**config.mk**
```make
export PLATFORM = sky130hd
export DESIGN_NAME = prg_prbs_gen
export DESIGN_NICKNAME = d
export VERILOG_FILES = /design/src/hdl/prg_pkg.sv /design/src/hdl/prg_lfsr_step.sv /design/src/hdl/prg_prbs_gen.sv
export SDC_FILE = /design/constraint.sdc
export NUM_CORES = 1
export LEC_CHECK = 0
export BUFFER_PORTS_ARGS = -buffer_cell sky130_fd_sc_hd__buf_2
export CAP_MARGIN = 20
export CORE_AREA = 2 2 158 83
export CTS_BUF_LIST = sky130_fd_sc_hd__clkbuf_16
export CTS_CLUSTER_SIZE = 14
export DETAILED_ROUTE_END_ITERATION = 7
export DIE_AREA = 0 0 160 85
export GPL_TIMING_DRIVEN = 0
export PLACE_DENSITY = 0.76
export SLEW_MARGIN = 20
export SYNTH_ARGS = -nofsm -noshare
export SYNTH_HDL_FRONTEND = slang
export SYNTH_SLANG_ARGS = --single-unit
```
**constraint.sdc**
```tcl
create_clock -name clk -period 4.4 [get_ports clk]
set_input_delay 1.32 -clock clk [delete_from_list [all_inputs] [get_ports clk]]
set_output_delay 1.32 -clock clk [all_outputs]
set_load 0.1 [all_outputs]
```
**src/hdl/prg_pkg.sv**
```systemverilog
// prg_pkg: shared types, defaults and polynomial tables for the prbs generator
// assumes one bit clock; configuration arrives as a packed struct on plain ports
package prg_pkg;

   localparam int MAX_STAGES = 31;            // longest register
   localparam int ZLEN_W     = 8;             // width of zero-run length setting
   localparam int SHIFT_W    = 5;             // width of bit shift setting

   typedef enum logic [3:0] {
      PRG_LEN7, PRG_LEN9, PRG_LEN10, PRG_LEN11, PRG_LEN13,
      PRG_LEN15, PRG_LEN20, PRG_LEN23, PRG_LEN31
   } prg_len_e;

   typedef struct packed {
      prg_len_e             lenSel;           // pattern length selection
      logic                 polPos;           // 1: positive logic
      logic                 zsubEn;           // zero-substitution mode
      logic [ZLEN_W-1:0]    zeroLen;          // wanted zero run length
      logic [SHIFT_W-1:0]   bitShift;         // output delay in bits
   } prg_cfg_s;

   // defaults after initialisation
   localparam prg_len_e             DEF_LEN   = PRG_LEN15;
   localparam logic                 DEF_POL   = 1'b1;
   localparam logic                 DEF_ZSUB  = 1'b0;
   localparam logic [ZLEN_W-1:0]    DEF_ZLEN  = 8'h00;
   localparam logic [SHIFT_W-1:0]   DEF_SHIFT = 5'h00;
   localparam prg_cfg_s DEF_CFG = '{DEF_LEN, DEF_POL, DEF_ZSUB, DEF_ZLEN, DEF_SHIFT};

   // feedback tap masks; bit i set means stage i+1 enters the xor
   localparam logic [30:0] TAP7  = 31'h0000_0060;
   localparam logic [30:0] TAP9  = 31'h0000_0110;
   localparam logic [30:0] TAP10 = 31'h0000_0240;
   localparam logic [30:0] TAP11 = 31'h0000_0500;
   localparam logic [30:0] TAP13 = 31'h0000_1803;
   localparam logic [30:0] TAP15 = 31'h0000_6000;
   localparam logic [30:0] TAP20 = 31'h0008_0004;
   localparam logic [30:0] TAP23 = 31'h0042_0000;
   localparam logic [30:0] TAP31 = 31'h4800_0000;

   // number of stages for a selection
   function automatic logic [5:0] prgStages(prg_len_e s);
      case (s)
         PRG_LEN7:  prgStages = 6'h07;
         PRG_LEN9:  prgStages = 6'h09;
         PRG_LEN10: prgStages = 6'h0A;
         PRG_LEN11: prgStages = 6'h0B;
         PRG_LEN13: prgStages = 6'h0D;
         PRG_LEN15: prgStages = 6'h0F;
         PRG_LEN20: prgStages = 6'h14;
         PRG_LEN23: prgStages = 6'h17;
         PRG_LEN31: prgStages = 6'h1F;
         default:   prgStages = 6'h0F;
      endcase
   endfunction

   // feedback taps for a selection
   function automatic logic [30:0] prgTaps(prg_len_e s);
      case (s)
         PRG_LEN7:  prgTaps = TAP7;
         PRG_LEN9:  prgTaps = TAP9;
         PRG_LEN10: prgTaps = TAP10;
         PRG_LEN11: prgTaps = TAP11;
         PRG_LEN13: prgTaps = TAP13;
         PRG_LEN15: prgTaps = TAP15;
         PRG_LEN20: prgTaps = TAP20;
         PRG_LEN23: prgTaps = TAP23;
         PRG_LEN31: prgTaps = TAP31;
         default:   prgTaps = TAP15;
      endcase
   endfunction

   // all-ones seed over the active stages, never the lock-up state
   function automatic logic [30:0] prgSeed(prg_len_e s);
      logic [5:0] n;
      n = prgStages(s);
      prgSeed = 31'h7FFF_FFFF >> (6'd31 - n);
   endfunction

endpackage : prg_pkg

```
**src/hdl/prg_lfsr_step.sv**
```systemverilog
// prg_lfsr_step: one combinational step of the fibonacci shift register
// assumes the caller registers the state and masks nothing else
module prg_lfsr_step (
   input  wire logic [30:0]      state,     // current register, stage1 = bit0
   input  wire prg_pkg::prg_len_e lenSel,   // pattern length
   output logic [30:0]           nextState, // register after one shift
   output logic                  rawBit     // sequence bit of this position
);

   logic [5:0]  stages;
   logic [30:0] taps;
   logic [30:0] lenMask;
   logic        fb;

   // output from last stage, feedback xor of the polynomial taps
   always_comb begin
      stages    = prg_pkg::prgStages(lenSel);
      taps      = prg_pkg::prgTaps(lenSel);
      lenMask   = prg_pkg::prgSeed(lenSel);
      rawBit    = state[5'(stages - 6'd1)];
      fb        = ^(state & taps);
      nextState = {state[29:0], fb} & lenMask;
   end

endmodule // prg_lfsr_step

```
**src/hdl/prg_prbs_gen.sv**
```systemverilog
// prg_prbs_gen: bit-serial pseudo-random pattern source with zero substitution
// assumes configuration ports are synchronous to clk and loaded by cfgLoad
// Behaviour
// - N-stage register, period two^N minus one
// - one run of N ones per period
// - positive polarity: one drives low
// - taps for seven and nine stages
// - taps for ten and eleven stages
// - thirteen stages use five-term xor polynomial
// - taps for fifteen and twenty stages
// - twenty-three stages use x18 and x23
// - thirty-one stages use x28 and x31
// - force zeros after longest natural zero run
// - zero after forced run becomes one
// - longest natural zero run is N minus one
// - defaults: fifteen stages, positive, no shift
module prg_prbs_gen #(
   parameter int HIST = 32                   // depth of the bit shift delay line
) (
   input  wire logic              clk,       // bit clock
   input  wire logic              rstn,      // synchronous reset, active low
   input  wire logic              enable,    // advance the pattern
   input  wire logic              cfgLoad,   // pulse: take cfgIn and restart
   input  wire prg_pkg::prg_cfg_s cfgIn,     // new configuration
   output prg_pkg::prg_cfg_s      cfgOut,    // configuration in use
   output logic                   dataOut,   // serial pattern to the device under test
   output logic                   rawSeq,    // sequence bit before polarity, registered
   output logic                   subActive  // forced-zero segment in progress
);

   prg_pkg::prg_cfg_s  cfg_r, cfg_nxt;
   logic [30:0]        lfsr_r, lfsr_nxt;
   logic [4:0]         natCnt_r, natCnt_nxt;
   logic [prg_pkg::ZLEN_W-1:0] force_r, force_nxt;
   logic               invPend_r, invPend_nxt;
   logic [HIST-1:0]    hist_r, hist_nxt;
   logic               out_r, out_nxt;
   logic               seq_r, seq_nxt;
   logic [30:0]        stepState;
   logic               rawBit;
   logic               subBit;
   logic               shBit;
   logic [5:0]         stages;
   logic [prg_pkg::ZLEN_W-1:0] remain;

   prg_lfsr_step u_step (
      .state     (lfsr_r),
      .lenSel    (cfg_r.lenSel),
      .nextState (stepState),
      .rawBit    (rawBit)
   );

   // configuration register; defaults hold until software loads new values
   always_comb begin
      cfg_nxt = cfg_r;
      if (cfgLoad) begin
         cfg_nxt = cfgIn;
      end
   end

   always_ff @(posedge clk) begin
      if (!rstn) begin
         cfg_r <= prg_pkg::DEF_CFG;
      end else begin
         cfg_r <= cfg_nxt;
      end
   end

   // shift register and zero substitution; counters track raw zeros so the
   // substitution point is found without decoding the register state
   always_comb begin
      stages      = prg_pkg::prgStages(cfg_r.lenSel);
      remain      = cfg_r.zeroLen - prg_pkg::ZLEN_W'(stages);
      lfsr_nxt    = lfsr_r;
      natCnt_nxt  = natCnt_r;
      force_nxt   = force_r;
      invPend_nxt = invPend_r;
      subBit      = rawBit;
      if (force_r != '0) begin
         subBit      = 1'b0;
         force_nxt   = force_r - 1'b1;
         invPend_nxt = (force_r == 8'h01);
      end else if (invPend_r) begin
         subBit      = 1'b1;
         invPend_nxt = 1'b0;
      end else if (cfg_r.zsubEn && (6'(natCnt_r) == stages - 6'd1)
                   && (cfg_r.zeroLen > prg_pkg::ZLEN_W'(stages - 6'd1))) begin
         // natural run of N-1 zeros just ended; overwrite from here
         subBit      = 1'b0;
         force_nxt   = remain;
         invPend_nxt = (remain == '0);
      end
      if (enable) begin
         lfsr_nxt   = stepState;
         natCnt_nxt = rawBit ? 5'h00 : (natCnt_r == 5'h1F ? natCnt_r : natCnt_r + 5'h01);
      end else begin
         force_nxt   = force_r;
         invPend_nxt = invPend_r;
      end
      if (cfgLoad) begin
         lfsr_nxt    = prg_pkg::prgSeed(cfgIn.lenSel);
         natCnt_nxt  = 5'h00;
         force_nxt   = '0;
         invPend_nxt = 1'b0;
      end
   end

   always_ff @(posedge clk) begin
      if (!rstn) begin
         lfsr_r    <= prg_pkg::prgSeed(prg_pkg::DEF_LEN);
         natCnt_r  <= 5'h00;
         force_r   <= '0;
         invPend_r <= 1'b0;
      end else begin
         lfsr_r    <= lfsr_nxt;
         natCnt_r  <= natCnt_nxt;
         force_r   <= force_nxt;
         invPend_r <= invPend_nxt;
      end
   end

   // bit shift delay line and output polarity; shift 0 passes straight through
   always_comb begin
      hist_nxt = hist_r;
      out_nxt  = out_r;
      seq_nxt  = seq_r;
      shBit    = (cfg_r.bitShift == '0) ? subBit : hist_r[cfg_r.bitShift - 1'b1];
      if (enable) begin
         hist_nxt = {hist_r[HIST-2:0], subBit};
         seq_nxt  = shBit;
         out_nxt  = cfg_r.polPos ? ~shBit : shBit;
      end
   end

   always_ff @(posedge clk) begin
      if (!rstn) begin
         hist_r <= '0;
         out_r  <= 1'b1;
         seq_r  <= 1'b0;
      end else begin
         hist_r <= hist_nxt;
         out_r  <= out_nxt;
         seq_r  <= seq_nxt;
      end
   end

   assign cfgOut    = cfg_r;
   assign dataOut   = out_r;
   assign rawSeq    = seq_r;
   assign subActive = (force_r != '0);

endmodule // prg_prbs_gen

```
* Word level (Yosys, flattened, before mapping) *
Memory sizes are Yosys's and may differ from the RTL's. A register that Yosys moved wholly into a read port is not among the register bits.
Index checks and enable logic that the tools add are counted.

cells by class
  add/sub/neg operators = 9
  $lt $le $gt $ge = 3
  equality and inequality tests = 5
  shift-type cells = 2
  multiplexer cells = 28
  bitwise operators = 4
  reduce and logical (&&, ||, !) cells = 11

operator list
  operator                                                                       number
  31-bit AND                                                                     2
  31-bit two-way mux                                                             2
  31-bit by 6-bit >> shifter with 31-bit output (first input constant)           2
  4-bit two-way mux                                                              8
  31-bit XOR reduction                                                           1
  8-bit two-way mux                                                              3
  5-bit by 6-bit less-than comparator with 1-bit output (second input constant)  2
  5-bit by 6-bit subtractor with 6-bit output (first input constant)             2
  1-bit binary-select mux with 5-bit select                                      2
  1-bit two-way mux                                                              10
  5-bit two-way mux                                                              2
  5-bit by 1-bit subtractor with 5-bit output (second input constant)            2
  8-bit by 1-bit == test with 1-bit output (second input constant)               1
  8-bit greater-than comparator                                                  1
  8-bit zero test                                                                1
  8-bit nonzero test                                                             1
  8-bit by 1-bit subtractor with 8-bit output (second input constant)            1
  8-bit by 6-bit subtractor with 8-bit output                                    1
  6-bit by 1-bit subtractor with 7-bit output (second input constant)            1
  5-bit by 6-bit == test with 1-bit output                                       1
  6-bit two-way mux                                                              1
  6-bit by 1-bit subtractor with 6-bit output (second input constant)            1
  5-bit by 1-bit adder with 5-bit output (second input constant)                 1
  5-bit == test (second input constant)                                          1
  other kinds (8)                                                                12

storage, ports and cells
  bits in registers = 98
  memory bits (read-only) = 608
  input bits = 23
  output and inout bits = 22
  logic and storage cells = 79
  memories = 5

memories
  memory           depth  bits a word  read ports  clocked after Yosys merged registers in  wr ports  line           RTL
  (no name shown)  16     18           1           1                                        0         prg_pkg.sv:59  case (s)
  (no name shown)  16     5            1           1                                        0         prg_pkg.sv:43  case (s)
  (no name shown)  16     5            1           0                                        0         prg_pkg.sv:43
  (no name shown)  16     5            1           1                                        0         prg_pkg.sv:43
  (no name shown)  16     5            1           1                                        0         prg_pkg.sv:43

* Longest topological paths before layout *
  depth after elaboration = 10
  depth in mapped cells = 15
  gate-level depth less buffers = 13

* By module *
A second synthesis with hierarchy kept.

second synthesis, totals
  cell total of the unflattened synthesis = 667
  area, all modules = 5911.9 sq um

modules (own cells, without submodules)
  module         instances  cells each  area an instance (sq um)  sequential area each (sq um)
  prg_prbs_gen   1          545         5011.1                    2062.0
  prg_lfsr_step  1          122         900.9                     0.0

* Worst setup path before layout *
OpenSTA, ideal clock, no wires.

  path kind = register to output
  start = register force_r[0] (netlist name)
  end = output subActive
  data arrival time = 2.031 ns
  data required time = 3.080 ns
  path slack = 1.049 ns
  cell stages (with the launch flop) = 7
  buffers on the path = 2
  cells stage by stage = dfxtp_1 -> inv_1 -> ha_1 -> and3_1 -> clkbuf_1 -> inv_1 -> clkbuf_1

on the way
  word-level cells in the longest chain between the ends = 1

RTL lines
  item                    line                 RTL
  start, declared         prg_prbs_gen.sv:34   logic [prg_pkg::ZLEN_W-1:0] force_r, force_nxt;
  start signal, assigned  prg_prbs_gen.sv:117  force_r <= force_nxt;
  8-bit nonzero test      prg_prbs_gen.sv:150  assign subActive = (force_r != '0);
  end, declared           prg_prbs_gen.sv:28   output logic subActive

No other way between the ends.

==> metrics.md <==
| Metric | Value |
|---|---|
| Max frequency | `256 MHz` |
| Layout Cells excl Fill | `915` |
| Drt drc | `0` |
| Worst r2r path cells | `12` |
| Per-cell routed wire length | `19.0 um` |
| Most used routing layer | `met2` |
| Starting Density | `49.5%` |
| Finish-stage setup viols | `0` |
| Global-route wire length before repair | `28400 um` |
| Clk_skew | `0.0111 ns` |
| Clk sinks | `114` |
| Antenna violations before repair | `0` |
| Min-delay src | `force_r[1]$_SDFFE_PP0P_` |
| Met3 Use GR | `7.58%` |
| Diode count | `0` |
| Post-route ant nets | `0` |
| Fin crit share | `88.8%` |
| Crit Reg-Reg Startpoint | `u_step.stages[4]$_DFF_P_` |
| Die X | `160 um` |
| Slew headroom | `38.7%` |
| Setup Buffers After CTS | `0` |
| Leading area contributor after synthesis | `dfxtp_1` |
| Vias per cell | `6.01` |
| Hold Buf Count CTS | `0` |
| Largest net degree at the start of global routing | `17` |
| Syn Nets | `717` |
| Final RePlAce weighted congestion | `0.993` |
| Register bit total from synthesis | `114` |
| # fillers | `1089` |
| Top Ports | `45` |
| GRT Residual Overflow | `0` |
| CTS Root Cell | `clkbuf_16` |
| CP required | `4.74 ns` |
| Worst Setup Start Kind | `flip-flop` |
| Fin Setup TNS | `0 ns` |
| Synth warn | `0` |
| Grt met2 use | `39.5%` |
| TritonCTS clock tree | `done` |
| Synth unique cells | `65` |
| Most common flop cell mapped by yosys | `dfxtp_1` |
| Row count | `29` |
| Ys async rst share | `0%` |
| Lkg Pwr | `0.00293 uW` |
| Tmin final | `3.91 ns` |
| Max Slew Vio Count | `0` |
| Clock buffer depth | `2` |
| Share of layout cells above drive strength 1 | `15.0%` |
| CTS HTree Levels | `4` |
| Vias | `5496` |
| Hold Path Class | `reg -> reg` |
| Post-DP HPWL | `12700 um` |
| Peak supply drop | `0.214 mV` |
| IO Port Bufs | `42` |
| CP endpoint kind | `flip-flop` |
| Post-synth top area share | `37.6%` |
| Mapped cell area | `6070 sq um` |
| Sequential share of the synthesized area | `37.6%` |
| Worst skew pair latency | `0.42 ns` |
| Die Span Y | `85 um` |
| DR pass1 iterations | `7` |
| Status | `finished, final reports clean` |
| Clock slew seen by the registers of the worst setup and hold paths | `0.06 ns` |
| WHS Endpoint | `force_r[1]$_SDFFE_PP0P_` |
| Cell count after synthesis | `671` |
| Max cap viols | `0` |
| Post-synth EDFFs | `0` |
| Die footprint | `13600 sq um` |
| P&R area growth vs syn | `16.2%` |
| WL final | `17400 um` |
| Gr usage total | `26.8%` |
| FF-to-FF setup slack | `0.49 ns` |
| RSZ-0062 raised after global routing | `false` |
| Pwr per Cell Area | `435 nW/um^2` |
| Mean Syn Cell Area | `9.05 sq um` |
| Top post-synthesis cells by area | `dfxtp_1 38%, mux2i_1 9.9%, mux4_2 5.6%, nor2_1 4.8%, ha_1 4.5%` |
| Critical path class | `reg -> reg` |
| Hold depth | `2` |
| Inst Count DP | `883` |
| Crit-path max FO | `10` |
| Num CTS Buffers | `17` |
| CP arrival | `4.24 ns` |
| R2R Path End | `invPend_r$_SDFFE_PP0P_` |
| Final net count | `778` |
| Post_cts resized | `0` |
| Worst-margin pin slew | `0.916 ns` |
| Initial DRC count | `588` |
| Core ar. | `12300 sq um` |
| GRT met1 Usage | `37.8%` |
| Fin. Hold Viols | `0` |
| Number of global-route vias before repair | `5365` |
==> area by class of cell <==
| type | instances | area, sq um | area share, % |
|---|---|---|---|
| repair buffers | 42 | 210 | 2.98 |
| clock inverters | 15 | 134 | 1.90 |
| clock buffers | 17 | 425 | 6.03 |
| plain buffers | 38 | 179 | 2.54 |
| well taps | 170 | 213 | 3.02 |
| inverters | 28 | 105 | 1.49 |
| multi-input cells | 491 | 3510 | 49.7 |
| flip-flops and latches | 114 | 2280 | 32.4 |
==> worst max path at each step <==
stage	startpoint	to	slack (ns)	depth (start not counted)
2_1_floorplan	force_r[0]$_SDFFE_PP0P_	subActive	1.05	6
3_3_place_gp	u_step.stages[0]$_SDFF_PP1_	invPend_r$_SDFFE_PP0P_	0.72	15
3_5_place_dp	u_step.stages[0]$_SDFF_PP1_	invPend_r$_SDFFE_PP0P_	0.65	15
4_1_cts	force_r[0]$_SDFFE_PP0P_	subActive	0.58	7
5_1_grt	u_step.stages[4]$_DFF_P_	force_r[3]$_SDFFE_PP0P_	0.33	12
6_report	u_step.stages[4]$_DFF_P_	invPend_r$_SDFFE_PP0P_	0.49	12
==> through the flow <==
step	hold slack [ns]	setup slack (ns)	instance area, sq um	util [%]	power (uW)
2_1_floorplan	0.442	1.05	6070	-	1620
3_3_place_gp	0.457	0.721	6490	53.0	1750
3_5_place_dp	0.461	0.645	6490	53.0	1760
4_1_cts	0.468	0.580	7050	57.5	3060
5_1_grt	0.495	0.332	7050	57.5	3180
6_report	0.467	0.493	7050	57.5	3070
==> logic make-up (layout without fill, tap and decap cells) <==
kind of cell	after synthesis	count (layout)	share of synthesized area [%]
buffers and inverters	66	140	4.68
AOI/OAI and AO/OA	141	141	15.0
xor gates and xnor gates	26	26	4.20
adders and majority gates	23	23	4.86
and+or+nand+nor	222	222	17.5
DFF	114	114	37.6
muxes	79	79	16.2
==> where the power goes <==
part | switching (uW) | internal (uW) | total (uW)
Sequential | 45.9 | 1070 | 1120
Combinational | 449 | 194 | 643
Clock | 531 | 777 | 1310
==> Yosys cell counts (4+ instances only) <==
cell / instances
xor2_1: 11
nor3_1: 8
a21oi_1: 38
ha_1: 22
mux4_2: 15
and2_1: 5
dfxtp_1: 114
buf_6: 4
xnor2_1: 13
a211oi_1: 6
o31ai_1: 9
and3_1: 5
clkbuf_1: 30
nor2b_1: 11
mux2_2: 4
nand4_1: 5
o211ai_1: 9
nand2b_1: 9
nor2_1: 77
or4_1: 4
a31oi_1: 10
mux2i_1: 60
o21ai_0: 34
o21a_1: 7
nand3_1: 17
inv_1: 25
nand2_1: 62
==> layout by cell type (no fill, tap or decap), types with 3 or more instances in the layout <==
master,Yosys,layout
o211ai_1,9,9
nor2b_1,11,11
o21ai_0,34,34
a311oi_1,3,3
mux2i_1,60,60
a31oi_1,10,10
ha_1,22,22
a21oi_1,38,38
inv_6,0,3
nand3_1,17,17
and3_1,5,5
nand2_1,62,62
mux4_2,15,15
a221oi_1,3,3
o311ai_0,3,3
clkinv_4,0,3
nor2_1,77,77
nor3_1,8,8
o21a_1,7,7
dfxtp_1,114,114
nand2b_1,9,9
nand4_1,5,5
or2_2,3,3
mux2_2,4,4
xnor2_1,13,13
and2_1,5,5
clkbuf_16,0,17
buf_2,1,43
xor2_1,11,11
clkinvlp_4,0,5
buf_6,4,4
or4_1,4,4
inv_1,25,25
a211oi_1,6,6
o31ai_1,9,9
clkbuf_1,30,30
==> flip-flops by register name (all words and copies together) (netlist names) <==
signal         cells
u_step.taps       11
cfgOut            19
hist_r            32
natCnt_r           5
lfsr_r            31
force_r            8
dataOut            1
rawSeq             1
invPend_r          1
u_step.stages      5
==> critical path, cell delays in order, from the launching register on <==
cell	delay, ns
dfxtp_1	0.43
inv_1	0.16
clkbuf_1	0.44
nand2_1	0.29
or4_1	0.50
ha_1	0.31
nand4_1	0.14
nor2_1	0.08
a2111o_1	0.36
a211oi_4	0.36
nand4_1	0.13
or4_1	0.43
a31oi_1	0.19
==> per-layer routing <==
metal / vias up / wire length, um
li1: 2524 / -
met1: 2599 / 8090
met2: 323 / 7170
met3: 50 / 1820
met4: 0 / 342
met5: - / 0
Note: power is estimated with default switching activity, not from simulation.
